[config.mk]
export PLATFORM = sky130hd
export DESIGN_NAME = hwmr_reading_regs
export DESIGN_NICKNAME = d
export VERILOG_FILES = /design/src/rtl/hwmr_reading_regs.v
export VERILOG_INCLUDE_DIRS = /design/src /design/src/rtl
export SDC_FILE = /design/constraint.sdc
export NUM_CORES = 1
export LEC_CHECK = 0
export BUFFER_PORTS_ARGS = -buffer_cell sky130_fd_sc_hd__buf_2
export CORE_MARGIN = 2
export CORE_UTILIZATION = 35
export CTS_CLUSTER_DIAMETER = 60
export CTS_CLUSTER_SIZE = 24
export DETAILED_ROUTE_END_ITERATION = 12
export PLACE_DENSITY = 0.54
export SLEW_MARGIN = 20
export SYNTH_ARGS = -nofsm -noshare
export SYNTH_HDL_FRONTEND = slang
export SYNTH_SLANG_ARGS = --single-unit
[constraint.sdc]
create_clock -name clk -period 19.7 [get_ports clk]
set_input_delay 4.925 -clock clk [delete_from_list [all_inputs] [get_ports clk]]
set_output_delay 4.925 -clock clk [all_outputs]
set_load 0.02 [all_outputs]
[src/rtl/hwmr_defines.vh]
// register offsets, reset values and timing constants for the monitor reading block
`ifndef HWMR_DEFINES_VH
`define HWMR_DEFINES_VH
`define HWMR_ZONE1_TEMP 8'h25
`define HWMR_ZONE2_TEMP 8'h26
`define HWMR_ZONE3_TEMP 8'h27
`define HWMR_FAN1_LOW 8'h28
`define HWMR_FAN1_HIGH 8'h29
`define HWMR_FAN2_LOW 8'h2A
`define HWMR_FAN2_HIGH 8'h2B
`define HWMR_FAN3_LOW 8'h2C
`define HWMR_FAN3_HIGH 8'h2D
`define HWMR_PWM2_DUTY 8'h31
`define HWMR_FAN_LAST 8'h2D
`define HWMR_PWM1_DUTY 8'h30
`define HWMR_PWM3_DUTY 8'h32
`define HWMR_LOWBITS1 8'h85
`define HWMR_LOWBITS2 8'h86
`define HWMR_CTRL 8'h40
`define HWMR_FAN_MODE 8'h41
`define HWMR_TEMP_FAULT 8'h80
`define HWMR_ALL_ONES8 8'hFF
`define HWMR_ALL_ONES16 16'hFFFF
`define HWMR_CLK_HZ 125000000
`define HWMR_TICK_HZ 90000
`define HWMR_TICK_DIV (`HWMR_CLK_HZ / `HWMR_TICK_HZ)
`define HWMR_REFRESH_HZ 4
`define HWMR_REFRESH_CYC (`HWMR_CLK_HZ / `HWMR_REFRESH_HZ)
`define HWMR_TACH_UPD_S 1
`define HWMR_TACH_UPD_CYC (`HWMR_CLK_HZ * `HWMR_TACH_UPD_S)
`define HWMR_PWM_STEPS 8'hFF
`endif

[src/rtl/hwmr_reading_regs.v]
// reading registers of the hardware monitor: temperatures, fan periods, pwm duty
//
// Summary of operation
// - temperature register holds top 8 of 12 bits
// - absent or faulty diode reads 80h
// - temperatures refresh at least four times per second
// - writes to temperature registers are ignored
// - zones: remote one, ambient, remote two
// - four extra precision bits in low-bit registers
// - sixteen-bit count of 90 kHz ticks per revolution
// - two tach pulses make one revolution
// - tach registers update within one second
// - tach registers go all ones on power good
// - tach measures regardless of start or fan state
// - reading one tach byte freezes the other byte
// - stopped, invalid or overflow reads all ones
// - duty writes accepted whenever unlocked, in any mode
// - after power-on duty is full, reads FFh
// - started and automatic: duty from fan algorithm
// - early writes held in shadow, read FFh
// - duty is linear eight-bit value
// - spin-up reports duty as zero
// - readback duty copied at pwm period start
// - start clear: 255 clocks high, 1 low
//
// The Wishbone interface to the registers was chosen for this implementation.
`default_nettype none
`include "hwmr_defines.vh"
module hwmr_reading_regs #(
  parameter REFRESH_CYC = `HWMR_REFRESH_CYC,
  parameter TACH_UPD_CYC = `HWMR_TACH_UPD_CYC,
  parameter TICK_DIV = `HWMR_TICK_DIV
) (
  input wire clk,
  input wire reset,
  input wire clk_en,
  input wire wb_cyc_i,
  input wire wb_stb_i,
  input wire wb_we_i,
  input wire [7:0] wb_adr_i,
  input wire [31:0] wb_dat_i,
  input wire [3:0] wb_sel_i,
  output wire [31:0] wb_dat_o,
  output wire wb_ack_o,
  input wire [11:0] first_remote_reading,
  input wire [11:0] ambient_reading,
  input wire [11:0] second_remote_reading,
  input wire first_diode_fault,
  input wire second_diode_fault,
  input wire [2:0] tach_in,
  input wire main_power_good,
  input wire [2:0] manual_mode,
  input wire [2:0] ramp_enable,
  input wire start,
  input wire lock,
  input wire [23:0] auto_duty,
  input wire [2:0] spin_up,
  output wire [2:0] pwm_out
);
  // ----------------------------------------
  // temperature sampling
  // ----------------------------------------
  reg [11:0] temp [0:2];
  reg [31:0] refresh_cnt;
  reg [7:0] temp_hi [0:2];
  reg pg_q;
  wire pg_rise = main_power_good & ~pg_q;
  // sample all zones on one counter so high bytes and low bits stay coherent
  always @(posedge clk or posedge reset) begin
    if (reset) begin
      refresh_cnt <= 32'h00000000;
      temp[0] <= 12'h000;
      temp[1] <= 12'h000;
      temp[2] <= 12'h000;
    end else if (clk_en) begin
      if (refresh_cnt >= REFRESH_CYC - 1) begin
        refresh_cnt <= 32'h00000000;
        temp[0] <= first_diode_fault ? {`HWMR_TEMP_FAULT, 4'h0} : first_remote_reading;
        temp[1] <= ambient_reading;
        temp[2] <= second_diode_fault ? {`HWMR_TEMP_FAULT, 4'h0} : second_remote_reading;
      end else begin
        refresh_cnt <= refresh_cnt + 32'h00000001;
      end
    end
  end
  // ----------------------------------------
  // 90 kHz time base
  // ----------------------------------------
  reg [15:0] tick_cnt;
  wire tick = (tick_cnt == TICK_DIV - 1);
  always @(posedge clk or posedge reset) begin
    if (reset) begin
      tick_cnt <= 16'h0000;
      pg_q <= 1'b0;
    end else if (clk_en) begin
      pg_q <= main_power_good;
      tick_cnt <= tick ? 16'h0000 : tick_cnt + 16'h0001;
    end
  end
  // ----------------------------------------
  // bus decode
  // ----------------------------------------
  wire req = wb_cyc_i & wb_stb_i;
  reg ack;
  wire take = req & ~ack & clk_en;
  wire rd = take & ~wb_we_i;
  wire wr = take & wb_we_i & wb_sel_i[0];
  assign wb_ack_o = ack;
  // ----------------------------------------
  // per-fan tach and pwm
  // ----------------------------------------
  wire [15:0] period_view [0:2];
  wire [7:0] duty_view [0:2];
  genvar f;
  generate
    for (f = 0; f < 3; f = f + 1) begin : fan
      reg [1:0] tsync;
      reg tprev;
      reg half;
      reg [15:0] run_cnt;
      reg run_ovf;
      reg [31:0] stall_cnt;
      reg [15:0] period;
      reg [7:0] frozen;
      reg low_frozen;
      reg high_frozen;
      reg [7:0] shadow;
      reg [7:0] duty_now;
      reg [7:0] pwm_cnt;
      wire edge_in = tsync[1] & ~tprev;
      wire [7:0] target;
      wire pwm_manual = manual_mode[f] & start;
      wire hit_lo = rd & (wb_adr_i == `HWMR_FAN1_LOW + 2 * f);
      wire hit_hi = rd & (wb_adr_i == `HWMR_FAN1_LOW + 2 * f + 1);
      // tach: measured on every clk_en cycle; start, manual_mode and ramp_enable play no part
      always @(posedge clk or posedge reset) begin
        if (reset) begin
          // idle tach rests high at its pull-up; resetting high avoids a false edge
          tsync <= 2'h3;
          tprev <= 1'b1;
          half <= 1'b0;
          run_cnt <= 16'h0000;
          run_ovf <= 1'b0;
          stall_cnt <= 32'h00000000;
          period <= `HWMR_ALL_ONES16;
        end else if (clk_en) begin
          tsync <= {tsync[0], tach_in[f]};
          tprev <= tsync[1];
          if (pg_rise) begin
            period <= `HWMR_ALL_ONES16;
            half <= 1'b0;
            run_cnt <= 16'h0000;
            run_ovf <= 1'b0;
            stall_cnt <= 32'h00000000;
          end else begin
            if (tick & ~run_ovf) begin
              if (run_cnt == `HWMR_ALL_ONES16) run_ovf <= 1'b1;
              else run_cnt <= run_cnt + 16'h0001;
            end
            if (edge_in) begin
              half <= ~half;
              if (half) begin
                period <= run_ovf ? `HWMR_ALL_ONES16 : run_cnt;
                run_cnt <= 16'h0000;
                run_ovf <= 1'b0;
                stall_cnt <= 32'h00000000;
              end
            end else if (stall_cnt >= TACH_UPD_CYC - 1) begin
              period <= `HWMR_ALL_ONES16;
              stall_cnt <= 32'h00000000;
            end else begin
              stall_cnt <= stall_cnt + 32'h00000001;
            end
          end
        end
      end
      // byte freeze: reading one half holds the other until it is read
      always @(posedge clk or posedge reset) begin
        if (reset) begin
          frozen <= 8'h00;
          low_frozen <= 1'b0;
          high_frozen <= 1'b0;
        end else if (clk_en) begin
          if (hit_lo & ~low_frozen) begin
            frozen <= period[15:8];
            high_frozen <= 1'b1;
          end else if (hit_hi & ~high_frozen) begin
            frozen <= period[7:0];
            low_frozen <= 1'b1;
          end else if (hit_lo | hit_hi) begin
            low_frozen <= 1'b0;
            high_frozen <= 1'b0;
          end
        end
      end
      assign period_view[f] = {high_frozen ? frozen : period[15:8],
                               low_frozen ? frozen : period[7:0]};
      // duty: shadow write, readback loads at period start
      assign target = ~start ? `HWMR_ALL_ONES8 :
                      pwm_manual ? shadow : auto_duty[8*f+7:8*f];
      always @(posedge clk or posedge reset) begin
        if (reset) begin
          shadow <= `HWMR_ALL_ONES8;
          duty_now <= `HWMR_ALL_ONES8;
          pwm_cnt <= 8'h00;
        end else if (clk_en) begin
          if (wr & (wb_adr_i == `HWMR_PWM1_DUTY + f) & ~lock) begin
            shadow <= wb_dat_i[7:0];
          end
          pwm_cnt <= (pwm_cnt == `HWMR_PWM_STEPS) ? 8'h00 : pwm_cnt + 8'h01;
          if (pwm_cnt == `HWMR_PWM_STEPS) duty_now <= target;
        end
      end
      // high while count below duty; FFh leaves one low clock per 256
      assign pwm_out[f] = (pwm_cnt < duty_now);
      assign duty_view[f] = spin_up[f] ? 8'h00 : duty_now;
    end
  endgenerate
  // ----------------------------------------
  // read mux and ack
  // ----------------------------------------
  reg [7:0] next_rdata;
  always @* begin
    next_rdata = 8'h00;
    case (wb_adr_i)
      `HWMR_ZONE1_TEMP: next_rdata = temp[0][11:4];
      `HWMR_ZONE2_TEMP: next_rdata = temp[1][11:4];
      `HWMR_ZONE3_TEMP: next_rdata = temp[2][11:4];
      `HWMR_FAN1_LOW: next_rdata = period_view[0][7:0];
      `HWMR_FAN1_HIGH: next_rdata = period_view[0][15:8];
      `HWMR_FAN2_LOW: next_rdata = period_view[1][7:0];
      `HWMR_FAN2_HIGH: next_rdata = period_view[1][15:8];
      `HWMR_FAN3_LOW: next_rdata = period_view[2][7:0];
      `HWMR_FAN3_HIGH: next_rdata = period_view[2][15:8];
      `HWMR_PWM1_DUTY: next_rdata = duty_view[0];
      `HWMR_PWM2_DUTY: next_rdata = duty_view[1];
      `HWMR_PWM3_DUTY: next_rdata = duty_view[2];
      `HWMR_LOWBITS1: next_rdata = {temp[2][3:0], temp[0][3:0]};
      `HWMR_LOWBITS2: next_rdata = {4'h0, temp[1][3:0]};
      `HWMR_CTRL: next_rdata = {6'h00, lock, start};
      `HWMR_FAN_MODE: next_rdata = {1'b0, ramp_enable, 1'b0, manual_mode};
      default: next_rdata = 8'h00;
    endcase
  end
  reg [7:0] dout;
  // temperature and status addresses take no write; the ack still comes
  always @(posedge clk or posedge reset) begin
    if (reset) begin
      ack <= 1'b0;
      dout <= 8'h00;
    end else if (clk_en) begin
      ack <= req & ~ack;
      if (rd) dout <= next_rdata;
    end
  end
  assign wb_dat_o = {24'h000000, dout};
endmodule
`default_nettype wire

==> impl_metrics.toml <==
[clocking]
cts_resized = 0
htree_levels = 2
cts_buffer_depth = 3
clockRootBuffer = "clkbuf_16"
post-cts-setup-buffers = 0
clock-sinks = 403
numCtsBuffers = 39
cts-hold-fix-buffers = 0
clk-insertion-delay-late_ps = 580
cts_tree = "yes"
path_clk_slew_ps = 70

[worst_setup_path]
cp-startpoint = "fan[2].duty_now[1]"
critPathArrivalTime_ps = 2480
worstSetupEndpoint = "pwm_out[2]"
start_kind = "flop"
cp.required_ps = 14780
worst_r2r_path_depth = 6
crit_type = "reg -> out"
end_kind = "primary output"
reg2reg_slack_ps = 16690
critical_path_peak_fanout = 2
reg2reg_to = "fan[1].period[2]"
reg2reg_from = "pg_q"

[worst_hold_path]
hp-class = "reg -> reg"

[sta]
timing.final.ws_setup_ps = 12300
finalCritPeriodShare_pct = 37.6
rsz0062_at_grt = "false"
setup_violations = 0
slew_viol_final = 0
hold_viol = 0
post-route-min-period_ps = 7400
max_slew.worst_pin.slew_ps = 1050
fmax_ghz = 0.135
setup_tns_ps = 0
clock_skew_ps = 26.0
relSlewSlack_pct = 29.5

[synth]
synth_common_cells = "298 x dfrtp_1, 291 x nor2_1, 240 x nand2_1"
synth_top_area_share_pct = 34.8
yosysWarnings = 0
synth_edf_count = 0
ys_top_cells_by_area = "dfrtp_1 35%, dfstp_2 13%, nor2_1 5.1%"
synth_seq_cells = 403
yosysSeqAreaShare_pct = 47.6
yosysUniqueCellTypes = 88
syn_inst = 2247
syn-cell-area_sq_um = 21500
synth_ff_type = "dfrtp_1"
synth_largest_area_cell = "dfrtp_1"
async_flop_share_pct = 100
avgSynthCellArea_sq_um = 9.55
synth.most_common_cell = "dfrtp_1"

[global_route]
overflow = 0
track_usage_pct = 16.9
grt_start_max_net_pins = 134
grt_pass1_vias = 16145
grt_antenna_before_repair = 0
grt_pass1_wl_um = 87900

[pwr]
p_total_w = 0.00221
max-vdd-ir-drop_mv = 0.0493
p_leak_nw = 10.4
power_density_nw_per_um2 = 92.2

[layout]
post-route-util_pct = 39.6
layout-drive-gt1-share_pct = 17.1
final_area_sq_um = 23900
diodes = 0
area_delta_synth_final_pct = 11.5
nNetsFinal = 2457

[die]
num_io_pins = 163
die-width_um = 252
rows = 90
core-area_sq_um = 60500
die_h_um = 252
dieArea_sq_um = 63300
start_util_pct = 35.5

[routing]
detail_route.first_pass.iterations = 5
avgViaCountPerCell = 5.36
remaining_drc_errors = 0
antenna_left = 0
num_vias = 16664
wl_per_cell_um = 17.2
drt_iter0_markers = 1132
routed_wl_um = 53500

[place]
gp_congestion = 0.872
post_dp_cell_area_sq_um = 22500
io_buffers = 111
dp.final_hpwl_um = 37200
dp_worst_setup_slack_ps = 11910

[job]
drv_cap = 0

[run_status]
status = "complete, no violations"
[placed cells by master, fill, tap and decap left out, drive strengths merged, types with 15 or more instances in the layout]
cell type	Yosys	routed
dfrtp	298	298
nor2	291	291
nand2	240	240
buf	70	125
dfstp	105	105
o21ai	100	100
mux2i	98	98
nand3	94	94
a21oi	93	93
xor2	69	69
inv	45	59
xnor2	57	57
nor3	55	55
nand4	53	53
a31oi	53	53
mux2	47	47
clkbuf	68	44
and3	43	43
ha	32	32
or3	29	29
nand3b	27	27
conb	1	24
nor4	19	19
o21a	17	17
o22a	17	17
nor2b	16	16
nand2b	15	15
[worst min path at each step]
stage / to / start / slack, ps / depth (start not counted)
6_report: temp[33] / temp[33] / 470 / 2
5_1_grt: tick_cnt[15] / tick_cnt[15] / 490 / 1
4_1_cts: temp[33] / temp[33] / 470 / 2
3_5_place_dp: temp[33] / temp[33] / 460 / 2
3_3_place_gp: temp[8] / temp[8] / 450 / 2
2_1_floorplan: temp[10] / temp[10] / 430 / 2
[area by class of cell]
type | count | area, sq um
clock inverter | 27 | 353
timing repair buffer | 125 | 667
multi-input combinational | 1683 | 10500
fill | 5928 | 36500
clock buffer | 44 | 1060
tap | 782 | 978
inverter | 46 | 180
sequential | 403 | 10200
[routing by layer]
layer | GRT usage, % | share of wire [%] | wire length (um) | vias to the layer above
met5 | 0 | 0 | 0 | -
met4 | 4.13 | 2.2 | 1200 | 0
met3 | 2.82 | 4.6 | 2480 | 82
met2 | 27.0 | 45 | 24300 | 349
met1 | 23.7 | 48 | 25500 | 8172
li1 | - | - | - | 8061
[report_power, final]
group	switching (W)	internal, W	total (W)
Clock	0.000397	0.000420	0.000816
Combinational	0.000194	0.000151	0.000345
Sequential	0.0000981	0.000946	0.00104
[state kept, by name, indices dropped and copies added, names as in the netlist, 6 cells and up]
signal         cells
dout               8
fan.duty_now      24
fan.frozen        24
fan.period        48
fan.pwm_cnt       24
fan.run_cnt       48
fan.shadow        24
fan.stall_cnt     96
fan.tsync          6
refresh_cnt       32
temp              36
tick_cnt          16
[metrics by stage]
| step | cells | hold slack [ps] |
|---|---|---|
| after floorplan | 2270 | 433 |
| after global placement | 3039 | 447 |
| after detailed placement | 3039 | 456 |
| after CTS | 3110 | 471 |
| after global routing | 3110 | 491 |
| final | 3110 | 468 |
[kinds of logic after synthesis]
family | Yosys count | synth area share (%)
and+or+nand+nor | 947 | 21.3
AOI/OAI and AO/OA | 409 | 12.8
DFF | 403 | 47.6
buffers and inverters | 184 | 4.17
muxes | 145 | 7.04
xor gates and xnor gates | 126 | 5.14
adders and majority gates | 32 | 1.87
other | 1 | 0.0175
[critical path, cell delays in order (launching register included)]
cell and delay [ps]:
dfstp_2 530, inv_1 80, ha_1 300, a21oi_1 130, nor2b_1 60, o21ai_0 170
a21oi_1 100, o41ai_1 300, buf_2 240
Note: power is estimated with default switching activity, not from simulation.
